--- config.mk ---
export PLATFORM = sky130hd
export DESIGN_NAME = mcp_control
export DESIGN_NICKNAME = d
export VERILOG_FILES = /design/src/rtl/mcp_pkg.sv /design/src/rtl/mcp_sync_if.sv /design/src/rtl/mcp_pin_sync.sv /design/src/rtl/mcp_control.sv
export SDC_FILE = /design/constraint.sdc
export NUM_CORES = 1
export LEC_CHECK = 0
export ABC_AREA = 1
export BUFFER_PORTS_ARGS = -buffer_cell sky130_fd_sc_hd__buf_2
export CAP_MARGIN = 15
export CORE_MARGIN = 1
export CORE_UTILIZATION = 54
export DETAILED_ROUTE_END_ITERATION = 6
export PLACE_DENSITY = 0.75
export SLEW_MARGIN = 0
export SYNTH_ARGS = -nofsm -noshare
export SYNTH_HDL_FRONTEND = slang
export SYNTH_SLANG_ARGS = --single-unit
--- constraint.sdc ---
create_clock -name I_CORE_CLK -period 1.85 [get_ports I_CORE_CLK]
set_clock_uncertainty 0.2 [all_clocks]
set_input_delay 0 -clock I_CORE_CLK [delete_from_list [all_inputs] [get_ports I_CORE_CLK]]
set_output_delay 0 -clock I_CORE_CLK [all_outputs]
set_load 0.05 [all_outputs]
--- src/rtl/mcp_pkg.sv ---
package mcp_pkg;

    // ************************************************************
    // timing
    // ************************************************************
    localparam int CLK_PERIOD_PS      = 5000;
    // shortest reset pulse honoured, in ns
    localparam int RESET_MIN_NS       = 10000;
    localparam int RESET_MIN_CYC      = (RESET_MIN_NS * 1000 + CLK_PERIOD_PS - 1) / CLK_PERIOD_PS;
    // management interface start-up time after reset, in ns
    localparam int MGMT_INIT_NS       = 2000;
    localparam int MGMT_INIT_CYC      = (MGMT_INIT_NS * 1000 + CLK_PERIOD_PS - 1) / CLK_PERIOD_PS;
    localparam int CNT_W              = 16;

    // ************************************************************
    // reset values
    // ************************************************************
    localparam logic RST_NOT_READY    = 1'b1;
    localparam logic RST_HIGH_POWER   = 1'b0;
    localparam logic RST_INIT_SW      = 1'b1;
    localparam logic RST_SYNC_LEVEL   = 1'b1;

    // ************************************************************
    // sequencing
    // ************************************************************
    typedef enum logic [1:0] {
        MCP_ST_RESET,
        MCP_ST_INIT,
        MCP_ST_READY
    } mcp_state_t;

endpackage

--- src/rtl/mcp_sync_if.sv ---
`timescale 1ns/1ps
`default_nettype none
interface mcp_sync_if;
    logic async_in;
    logic level_out;
    logic rise;
    logic fall;
    modport producer (input async_in, output level_out, output rise, output fall);
    modport consumer (output async_in, input level_out, input rise, input fall);
endinterface
`default_nettype wire

--- src/rtl/mcp_pin_sync.sv ---
`timescale 1ns/1ps
`default_nettype none
module mcp_pin_sync
    import mcp_pkg::*;
(
    input  wire logic          i_clk,
    input  wire logic          i_rst_n,
    mcp_sync_if.producer       sif
);
    import mcp_pkg::*;

    logic [2:0] stage_reg;
    logic       level_reg;
    logic       rise_reg;
    logic       fall_reg;

    // ************************************************************
    // three stages; change counted once stage 2 and 3 agree
    // ************************************************************
    always_ff @(posedge i_clk or negedge i_rst_n) begin
        if (!i_rst_n) begin
            stage_reg <= {3{RST_SYNC_LEVEL}};
        end else begin
            stage_reg <= {stage_reg[1:0], sif.async_in};
        end
    end

    always_ff @(posedge i_clk or negedge i_rst_n) begin
        if (!i_rst_n) begin
            level_reg <= RST_SYNC_LEVEL;
            rise_reg  <= 1'b0;
            fall_reg  <= 1'b0;
        end else begin
            rise_reg <= 1'b0;
            fall_reg <= 1'b0;
            if ((stage_reg[1] == stage_reg[2]) && (stage_reg[2] != level_reg)) begin
                level_reg <= stage_reg[2];
                rise_reg  <= stage_reg[2];
                fall_reg  <= ~stage_reg[2];
            end
        end
    end

    assign sif.level_out = level_reg;
    assign sif.rise      = rise_reg;
    assign sif.fall      = fall_reg;
endmodule
`default_nettype wire

--- src/rtl/mcp_control.sv ---
`timescale 1ns/1ps
`default_nettype none
// Functional notes
// - management port answers only while module select is held low
// - reset held low past minimum length resets all settings to defaults
// - reset completion clears not-ready flag and asserts interrupt
// - power-up signals reset completion the same way, no pulse needed
// - init-mode input pulled high; high is software, low hardware control
// - software mode stays low power until software enables high power
// - hardware mode may enter high power once management is initialised
// - module ties presence line to ground when inserted
// - open-drain interrupt driven low on fault or critical status
module mcp_control
    import mcp_pkg::*;
#(
    parameter int RESET_MIN_CYCLES = RESET_MIN_CYC,
    parameter int MGMT_INIT_CYCLES = MGMT_INIT_CYC
)(
    input  wire logic I_CORE_CLK,
    input  wire logic I_RSTN,
    input  wire logic I_MODULE_SELECT_N,
    input  wire logic I_MODULE_RESET_N,
    input  wire logic I_INIT_CONTROL_SELECT,
    input  wire logic I_INIT_PULLUP_EN,
    input  wire logic I_MGMT_REQ,
    input  wire logic I_SW_HIGH_POWER_EN,
    input  wire logic I_FAULT_EVENT,
    input  wire logic I_FLAGS_CLEAR,
    output logic      O_MGMT_ENABLE,
    output logic      O_NOT_READY,
    output logic      O_HIGH_POWER,
    output logic      O_INIT_SW_MODE,
    output logic      O_MODULE_PRESENT_N_OUT,
    output logic      O_MODULE_PRESENT_N_OE,
    output logic      O_INTERRUPT_N_OUT,
    output logic      O_INTERRUPT_N_OE,
    output logic      O_FLAG_RESET_DONE,
    output logic      O_FLAG_FAULT
);
    import mcp_pkg::*;

    logic [1:0]       rst_sync_reg;
    logic             rst_n;
    mcp_sync_if       sel_if ();
    mcp_sync_if       rstp_if ();
    mcp_sync_if       init_if ();
    mcp_state_t       state_reg;
    logic [CNT_W-1:0] low_cnt_reg;
    logic [CNT_W-1:0] init_cnt_reg;
    logic             pin_reset;
    logic             not_ready_reg;
    logic             high_power_reg;
    logic             init_sw_reg;
    logic             done_flag_reg;
    logic             fault_flag_reg;
    logic             mgmt_en_reg;

    // ************************************************************
    // reset release and pin synchronisers
    // ************************************************************
    always_ff @(posedge I_CORE_CLK or negedge I_RSTN) begin
        if (!I_RSTN) begin
            rst_sync_reg <= 2'h0;
        end else begin
            rst_sync_reg <= {rst_sync_reg[0], 1'b1};
        end
    end
    assign rst_n = rst_sync_reg[1];

    // undriven init pin floats high through the internal pull-up
    assign sel_if.async_in  = I_MODULE_SELECT_N;
    assign rstp_if.async_in = I_MODULE_RESET_N;
    assign init_if.async_in = I_INIT_PULLUP_EN ? I_INIT_CONTROL_SELECT : 1'b1;

    mcp_pin_sync u_sel_sync  (.i_clk(I_CORE_CLK), .i_rst_n(rst_n), .sif(sel_if));
    mcp_pin_sync u_rst_sync  (.i_clk(I_CORE_CLK), .i_rst_n(rst_n), .sif(rstp_if));
    mcp_pin_sync u_init_sync (.i_clk(I_CORE_CLK), .i_rst_n(rst_n), .sif(init_if));

    // ************************************************************
    // reset pulse qualification
    // ************************************************************
    // short glitches on the reset pin are ignored; only a held low counts
    always_ff @(posedge I_CORE_CLK or negedge rst_n) begin
        if (!rst_n) begin
            low_cnt_reg <= '0;
        end else if (rstp_if.level_out) begin
            low_cnt_reg <= '0;
        end else if (low_cnt_reg < CNT_W'(RESET_MIN_CYCLES)) begin
            low_cnt_reg <= low_cnt_reg + CNT_W'(1);
        end
    end
    assign pin_reset = (low_cnt_reg == CNT_W'(RESET_MIN_CYCLES));

    // ************************************************************
    // sequencer
    // ************************************************************
    always_ff @(posedge I_CORE_CLK or negedge rst_n) begin
        if (!rst_n) begin
            state_reg    <= MCP_ST_RESET;
            init_cnt_reg <= '0;
        end else if (pin_reset) begin
            state_reg    <= MCP_ST_RESET;
            init_cnt_reg <= '0;
        end else begin
            case (state_reg)
                MCP_ST_RESET: begin
                    if (rstp_if.level_out) begin
                        state_reg <= MCP_ST_INIT;
                    end
                end
                MCP_ST_INIT: begin
                    if (init_cnt_reg == CNT_W'(MGMT_INIT_CYCLES - 1)) begin
                        state_reg <= MCP_ST_READY;
                    end else begin
                        init_cnt_reg <= init_cnt_reg + CNT_W'(1);
                    end
                end
                MCP_ST_READY: begin
                    state_reg <= MCP_ST_READY;
                end
                default: begin
                    state_reg <= MCP_ST_RESET;
                end
            endcase
        end
    end

    // init mode tracks the pin until ready: the sync resets to the pull-up level,
    // so sampling only in reset would miss a low pin at power-up
    always_ff @(posedge I_CORE_CLK or negedge rst_n) begin
        if (!rst_n) begin
            init_sw_reg <= RST_INIT_SW;
        end else if (state_reg != MCP_ST_READY) begin
            init_sw_reg <= init_if.level_out;
        end
    end

    always_ff @(posedge I_CORE_CLK or negedge rst_n) begin
        if (!rst_n) begin
            not_ready_reg <= RST_NOT_READY;
        end else if (state_reg != MCP_ST_READY) begin
            not_ready_reg <= RST_NOT_READY;
        end else begin
            not_ready_reg <= 1'b0;
        end
    end

    always_ff @(posedge I_CORE_CLK or negedge rst_n) begin
        if (!rst_n) begin
            high_power_reg <= RST_HIGH_POWER;
        end else if (state_reg != MCP_ST_READY) begin
            high_power_reg <= RST_HIGH_POWER;
        end else if (init_sw_reg) begin
            high_power_reg <= I_SW_HIGH_POWER_EN;
        end else begin
            high_power_reg <= 1'b1;
        end
    end

    // ************************************************************
    // management gating
    // ************************************************************
    // gated only in reset, so a module still in init can already answer
    always_ff @(posedge I_CORE_CLK or negedge rst_n) begin
        if (!rst_n) begin
            mgmt_en_reg <= 1'b0;
        end else begin
            mgmt_en_reg <= I_MGMT_REQ & ~sel_if.level_out & (state_reg != MCP_ST_RESET);
        end
    end

    // ************************************************************
    // flags and interrupt
    // ************************************************************
    // set beats clear so an event in the clearing cycle survives
    always_ff @(posedge I_CORE_CLK or negedge rst_n) begin
        if (!rst_n) begin
            done_flag_reg <= 1'b0;
        end else if (state_reg == MCP_ST_RESET) begin
            done_flag_reg <= 1'b0;
        end else if ((state_reg == MCP_ST_INIT) && (init_cnt_reg == CNT_W'(MGMT_INIT_CYCLES - 1))) begin
            done_flag_reg <= 1'b1;
        end else if (I_FLAGS_CLEAR) begin
            done_flag_reg <= 1'b0;
        end
    end

    always_ff @(posedge I_CORE_CLK or negedge rst_n) begin
        if (!rst_n) begin
            fault_flag_reg <= 1'b0;
        end else if (state_reg == MCP_ST_RESET) begin
            fault_flag_reg <= 1'b0;
        end else if (I_FAULT_EVENT) begin
            fault_flag_reg <= 1'b1;
        end else if (I_FLAGS_CLEAR) begin
            fault_flag_reg <= 1'b0;
        end
    end

    assign O_MGMT_ENABLE          = mgmt_en_reg;
    assign O_NOT_READY            = not_ready_reg;
    assign O_HIGH_POWER           = high_power_reg;
    assign O_INIT_SW_MODE         = init_sw_reg;
    assign O_MODULE_PRESENT_N_OUT = 1'b0;
    assign O_MODULE_PRESENT_N_OE  = 1'b1;
    assign O_INTERRUPT_N_OUT      = 1'b0;
    assign O_INTERRUPT_N_OE       = done_flag_reg | fault_flag_reg;
    assign O_FLAG_RESET_DONE      = done_flag_reg;
    assign O_FLAG_FAULT           = fault_flag_reg;

    // ************************************************************
    // checks
    // ************************************************************
    property p_mgmt_gate;
        @(posedge I_CORE_CLK) disable iff (!rst_n)
        O_MGMT_ENABLE |-> $past(~sel_if.level_out && I_MGMT_REQ);
    endproperty
    a_mgmt_gate: assert property (p_mgmt_gate) else $error("mgmt enabled without select");

    property p_reset_held;
        @(posedge I_CORE_CLK) disable iff (!rst_n)
        pin_reset |=> (state_reg == MCP_ST_RESET) ##1 (O_NOT_READY && !O_HIGH_POWER);
    endproperty
    a_reset_held: assert property (p_reset_held) else $error("held reset not applied");

    property p_done_irq;
        @(posedge I_CORE_CLK) disable iff (!rst_n)
        $rose(done_flag_reg) |-> O_INTERRUPT_N_OE ##1 !O_NOT_READY;
    endproperty
    a_done_irq: assert property (p_done_irq) else $error("completion not signalled");

    property p_powerup_done;
        @(posedge I_CORE_CLK) disable iff (!rst_n)
        $rose(state_reg == MCP_ST_INIT) |-> ##[1:1000] done_flag_reg;
    endproperty
    a_powerup_done: assert property (p_powerup_done) else $error("no completion after init");

    property p_sw_low_power;
        @(posedge I_CORE_CLK) disable iff (!rst_n)
        (init_sw_reg && !$past(I_SW_HIGH_POWER_EN)) |-> !O_HIGH_POWER;
    endproperty
    a_sw_low_power: assert property (p_sw_low_power) else $error("high power without enable");

    property p_hw_high_power;
        @(posedge I_CORE_CLK) disable iff (!rst_n)
        (!init_sw_reg && state_reg == MCP_ST_READY) |=> O_HIGH_POWER;
    endproperty
    a_hw_high_power: assert property (p_hw_high_power) else $error("hw mode stuck low power");

    property p_present;
        @(posedge I_CORE_CLK) disable iff (!rst_n)
        O_MODULE_PRESENT_N_OE && !O_MODULE_PRESENT_N_OUT;
    endproperty
    a_present: assert property (p_present) else $error("presence not driven low");

    property p_fault_irq;
        @(posedge I_CORE_CLK) disable iff (!rst_n)
        (I_FAULT_EVENT && state_reg != MCP_ST_RESET && !pin_reset) |=> O_INTERRUPT_N_OE;
    endproperty
    a_fault_irq: assert property (p_fault_irq) else $error("fault not reported");

    property p_release;
        @(posedge I_CORE_CLK) disable iff (!rst_n)
        (I_FLAGS_CLEAR && !I_FAULT_EVENT && state_reg == MCP_ST_READY) |=> !O_INTERRUPT_N_OE;
    endproperty
    a_release: assert property (p_release) else $error("interrupt held with no flag");

endmodule
`default_nettype wire

==> flow_summary.ini, run 1 <==
[layout]
final_cell_count_no_fill = 444
num_antenna_cells = 0
area_delta_synth_final_pct = 17.0
postLayoutCellArea_um2 = 3150
num-nets-final = 392
filler_cell_count = 427
layout-drive-gt1-share = 0.178
final_core_util = 0.663

[grt]
grt_first_pass_wirelength_mm = 8.94
gr-usage-all-layers = 0.219
grt_max_degree = 42
initial_antenna_violation_count = 0
global_route_total_overflow = 0
vias_in_the_first_global_route = 2062

[timing]
finalSetupViolCount = 0
fin_crit_ns = 1.74
grt_setup_unrepaired = false
achievable-frequency_mhz = 574
layout_worst_path_cycle_share = 0.942
fin_max_slew_vios = 0
hold_viol_final = 0

[setup_path]
crit-reg2reg-capture = low_cnt_reg[8]
cp_max_fo = 5
worst_r2r_path_depth = 9
critical_path.startpoint_type = flop
setup.worst_path.class = reg -> reg
reg2reg_slack_ns = 0.11
worst_ep_arrival_time_ns = 1.80
worstReg2RegStart = low_cnt_reg[0]
category_of_the_worst_setup_path_capture_point = flop
crit_required_ns = 1.91

[die]
floorplan.die_area_um2 = 5270
rows = 25
die_h_um = 72.6
design.portCount = 20
floorplan.initialDensity = 0.566
fp.dieW_um = 72.6
area_of_the_placeable_core_um2 = 4750

[pwr]
ir_worst_vdd_v = 0.000570
leakagePower_nw = 1.53
power_density_nw_per_um2 = 952

[cts]
cts_tree = built
clk-insertion-delay-late_ns = 0.30
cts.reportedPaths.clkPinSlew_ns = 0.10
clk_root_buffer_cell = sky130_fd_sc_hd__clkbuf_8
postCtsSetupBuffers = 0
ctsLongestPathBuffers = 2
cts_buffers = 5
cts_num_sinks = 54
cts_max_level = 2

[placement]
globalplace.congestion = 0.870
area_after_detailed_placement_um2 = 2910
place.detailed.instances = 424
place.port_buffers = 16
detailed_place_hpwl_mm = 3.59

[synthesis]
synthArstFlopShare = 1.00
ys_seq_elements = 54
mapped_avg_cell_area_um2 = 8.04
number_of_enable_flip_flop_cells_after_synthesis = 0
ys_seq_area_frac = 0.508
ys_flop_type = sky130_fd_sc_hd__dfrtp_1
yosys_warnings = 0
netlist.top_cell.by_area = sky130_fd_sc_hd__dfrtp_1
post_synthesis_cell_count = 335
synthesis.area_um2 = 2690
post_synth_num_cell_types = 28
yosys.area.top_type_share = 0.372
synthTopCellsByArea = sky130_fd_sc_hd__dfrtp_1 (37%), sky130_fd_sc_hd__nand2_1 (15%), sky130_fd_sc_hd__dfstp_2 (14%)
synth.top_cells.by_count = sky130_fd_sc_hd__nand2_1 (107), sky130_fd_sc_hd__nor2_1 (45), sky130_fd_sc_hd__dfrtp_1 (40)
synthMostInstantiatedCell = sky130_fd_sc_hd__nand2_1

[routing]
detail_route.vias_per_cell = 4.96
first_drt_iteration_drcs = 201
antenna_violating_nets_post_route = 0
routed_wire_length_per_instance_um = 11.5
dr_total_vias = 2202
drt_pre_antenna_iters = 4
drt_wl_total_mm = 5.11
remaining_drc_errors = 0

[flow_run]
max-cap-violations = 0

[worst_hold_path]
min_path_type = reg -> async

[status]
run_status = finished, final reports clean
==> how the worst max path moves through the flow <==
| stage | start | to | slack [ns] | cells after the start |
|---|---|---|---|---|
| final | low_cnt_reg[0] | low_cnt_reg[8] | 0.11 | 9 |
| after detailed placement | low_cnt_reg[0] | init_cnt_reg[2] | -0.08 | 9 |
| after global routing | low_cnt_reg[0] | low_cnt_reg[8] | 0.006 | 9 |
| after CTS | low_cnt_reg[0] | init_cnt_reg[0] | 0.05 | 9 |
| after floorplan | rst_sync_reg[1] | O_FLAG_FAULT | 0.06 | 0 |
| after global placement | low_cnt_reg[0] | init_cnt_reg[0] | 0.04 | 9 |
==> cell usage in the layout, fill, tap and decap left out, drive strengths merged, types with 12 or more instances in the layout <==
master,synthesis,layout
o21ai,15,15
nand2,110,110
dfstp,14,14
dfrtp,40,40
nand3,18,18
inv,38,38
nand4,13,13
buf,5,26
nor2,47,47
dlygate4sd3,0,12
==> per-stage QoR <==
step           hold WS [ns]  setup TNS [ns]  setup slack (ns)  power, mW
6_report             0.0548               0             0.107       3.00
5_1_grt              0.0714               0           0.00646       3.21
4_1_cts              0.0568               0            0.0502       3.02
3_5_place_dp         -0.413          -0.393           -0.0760       2.28
3_3_place_gp         -0.413               0            0.0414       2.27
2_1_floorplan        -0.496               0            0.0599       2.11
==> layer usage <==
layer / global-route usage / up-vias / wire length, um
met5: 0 / - / 0
met4: 0.0697 / 0 / 48
met3: 0.0318 / 5 / 149
met2: 0.357 / 39 / 2380
met1: 0.303 / 1026 / 2530
li1: - / 1132 / -
==> cell families (layout without fill, tap and decap cells) <==
| kind of cell | count (synthesis) | after routing | share of synthesized area |
|---|---|---|---|
| fa+ha+maj | 9 | 9 | 0.0390 |
| xor+xnor | 7 | 7 | 0.0228 |
| other cells | 2 | 4 | 0.00279 |
| simple gates | 191 | 191 | 0.301 |
| flops | 54 | 54 | 0.508 |
| buf+inv | 44 | 84 | 0.0688 |
| compound gates | 28 | 28 | 0.0576 |
==> final cells by class <==
cell class / instances / area (um2) / area share
clock buffers: 6 / 82.6 / 0.0262
multi-input cells: 239 / 1160 / 0.369
well taps: 67 / 83.8 / 0.0266
inverters: 38 / 148 / 0.0469
flip-flops and latches: 54 / 1370 / 0.435
clock inverters: 2 / 17.5 / 0.00556
repair buffers: 38 / 288 / 0.0913
==> report_power, final <==
group	internal (mW)	switching (mW)	total (mW)
logic	0.277	0.575	0.853
registers	1.34	0.110	1.45
clock network	0.309	0.385	0.694
==> critical path, cell delays in order (launching register included) <==
cell and delay, ns:
sky130_fd_sc_hd__dfrtp_1 0.42, sky130_fd_sc_hd__ha_1 0.20, sky130_fd_sc_hd__nand2_1 0.07, sky130_fd_sc_hd__nor2_1 0.20
sky130_fd_sc_hd__inv_1 0.10, sky130_fd_sc_hd__nor2_1 0.15, sky130_fd_sc_hd__nand2_1 0.07, sky130_fd_sc_hd__o21ai_0 0.16
sky130_fd_sc_hd__nand2_1 0.08, sky130_fd_sc_hd__inv_1 0.05
==> repair_timing <==
action / 4_1_cts / 5_1_grt
hold buffers: 12 / 0
resized for setup: 3 / 3
setup endpoints to repair: 6 / 18
pin swaps: 0 / 1
endpoints found under the hold margin: 18 / 0
No activity file was read; power rests on OpenSTA's default activity.
==> run 2: changes to the inputs <==
Settings changed: CELL_PAD_IN_SITES_DETAIL_PLACEMENT from default to 2, CELL_PAD_IN_SITES_GLOBAL_PLACEMENT from default to 2, CORE_UTILIZATION 54 to 32, PLACE_DENSITY 0.75 to 0.74.
==> flow_summary.ini, run 2 (same netlist as run 1, synthesis figures left out) <==
[status]
run_status = finished, final reports clean

[setup_path]
reg2reg_slack_ns = 0.08
critical_path.startpoint_type = flop
cpMaxStageDelayCell = sky130_fd_sc_hd__dfrtp_1
crit_path_cell_trace = inv_1 -> ha_1 -> nand3_1 -> nor2_1 -> nand2_2 -> buf_6 -> nand2_4 -> buf_4 -> nand2_1 -> nand2_1
category_of_the_worst_setup_path_capture_point = flop
timing.critical_path.max_delay_family = simple AND/OR/NAND/NOR gates
cp_max_fo = 5
worst_ep_arrival_time_ns = 1.82
setup.worst_path.class = reg -> reg
crit_path_max_incr_delay_ns = 0.39
crit_buf_inv = 3
cp_common_cell = sky130_fd_sc_hd__nand2_1
crit_required_ns = 1.90

[grt]
global_route_total_overflow = 0
initial_antenna_violation_count = 0
grt_first_pass_wirelength_mm = 12.7
gr-usage-all-layers = 0.189
vias_in_the_first_global_route = 2587
grt_max_degree = 44

[die]
design.portCount = 20
floorplan.die_area_um2 = 8790
floorplan.initialDensity = 0.329
area_of_the_placeable_core_um2 = 8180
fp.dieW_um = 93.7
die_h_um = 93.7
rows = 33

[pwr]
power_density_nw_per_um2 = 973
leakagePower_nw = 1.61
ir_worst_vdd_v = 0.000346

[placement]
detailed_place_hpwl_mm = 5.62
area_after_detailed_placement_um2 = 3080
place.port_buffers = 16
globalplace.congestion = 0.792
place.detailed.instances = 478

[routing]
detail_route.vias_per_cell = 4.70
antenna_violating_nets_post_route = 0
routed_wire_length_per_instance_um = 15.2
first_drt_iteration_drcs = 50
remaining_drc_errors = 0
drt_pre_antenna_iters = 4
dr_total_vias = 2340
drt_wl_total_mm = 7.55

[worst_hold_path]
min_path_type = reg -> async

[layout]
final_common_cell = sky130_fd_sc_hd__nand2_1
final_cell_mix = sky130_fd_sc_hd__nand2_1 (106), sky130_fd_sc_hd__nor2_1 (42), sky130_fd_sc_hd__dfrtp_1 (39)
final_cell_count_no_fill = 498
multi_input_area_um2 = 1170
postLayoutCellArea_um2 = 3340
final-seq-area_um2 = 1370
num_antenna_cells = 0
layout-drive-gt1-share = 0.219
num-nets-final = 408
filler_cell_count = 953
area_delta_synth_final_pct = 23.9
final_core_util = 0.408

[timing]
achievable-frequency_mhz = 565
layout_worst_path_cycle_share = 0.957
fin_max_slew_vios = 0
finalHoldWorstSlack_ns = 0.0640
hold_viol_final = 0
fin_crit_ns = 1.77
grt_setup_unrepaired = true
finalSetupViolCount = 0
timing.setup.tns_ns = 0

[cts]
cts_tree = built
postCtsSetupBuffers = 0
clk_root_buffer_cell = sky130_fd_sc_hd__clkbuf_8
cts_num_sinks = 54
cts_buffers = 5
clk-insertion-delay-late_ns = 0.31
cts.reportedPaths.clkPinSlew_ns = 0.10
cts_max_level = 2
ctsLongestPathBuffers = 2

[flow_run]
max-cap-violations = 0
[run 2: final timing paths]
check | start | to | cells after the start
max | low_cnt_reg[1] | init_cnt_reg[4] | 10
min | rst_sync_reg[1] | u_rst_sync.stage_reg[1] | 0
max reg2reg | low_cnt_reg[1] | init_cnt_reg[4] | 10
min reg2reg | rst_sync_reg[1] | u_rst_sync.stage_reg[1] | 0
max in group asynchronous | rst_sync_reg[1] | init_cnt_reg[5] | 1
min in group I_CORE_CLK | I_MODULE_RESET_N | u_rst_sync.stage_reg[0] | 2
[run 2: timing repair]
| action | 4_1_cts | 5_1_grt |
|---|---|---|
| endpoints found under the setup margin | 5 | 20 |
| hold buffers | 12 | 0 |
| pin swaps | 0 | 3 |
| gates resized for setup | 1 | 10 |
| endpoints found under the hold margin | 16 | 0 |
[run 2: final cells by class]
class,instances,area share
flip-flops and latches,54,0.411
clock inverters,2,0.0113
inverters,38,0.0435
multi-input cells,239,0.350
clock buffers,6,0.0218
repair buffers,54,0.123
well taps,105,0.0394
[run 2: report_power, final]
part	leakage [nW]	internal, mW	switching (mW)	total, mW
Sequential	0.688	1.34	0.106	1.45
Clock	0.0514	0.405	0.406	0.810
Combinational	0.874	0.328	0.660	0.988
Total	1.61	2.07	1.17	3.25
[run 2: worst reg2reg max path: stages (launching register included)]
cell                      delay [ns]
sky130_fd_sc_hd__dfrtp_1        0.39
sky130_fd_sc_hd__inv_1          0.08
sky130_fd_sc_hd__ha_1           0.15
sky130_fd_sc_hd__nand3_1        0.11
sky130_fd_sc_hd__nor2_1         0.14
sky130_fd_sc_hd__nand2_2        0.11
sky130_fd_sc_hd__buf_6          0.15
sky130_fd_sc_hd__nand2_4        0.08
sky130_fd_sc_hd__buf_4          0.15
sky130_fd_sc_hd__nand2_1        0.07
sky130_fd_sc_hd__nand2_1        0.08
[run 2: routing by layer]
metal	global-route usage	vias to the layer above	routed length (um)
met4	0.0423	0	50
met3	0.0267	4	102
met2	0.338	18	3900
met5	0	-	0
li1	-	1154	-
met1	0.239	1164	3490
[run 2: per-stage QoR]
stage               total power [mW]  worst slack [ns]
floorplan                       2.11            0.0599
global placement                2.38            0.0772
detailed placement              2.42           0.00451
CTS                             3.30           0.00113
global route                    3.44          -0.00711
finish                          3.25            0.0795
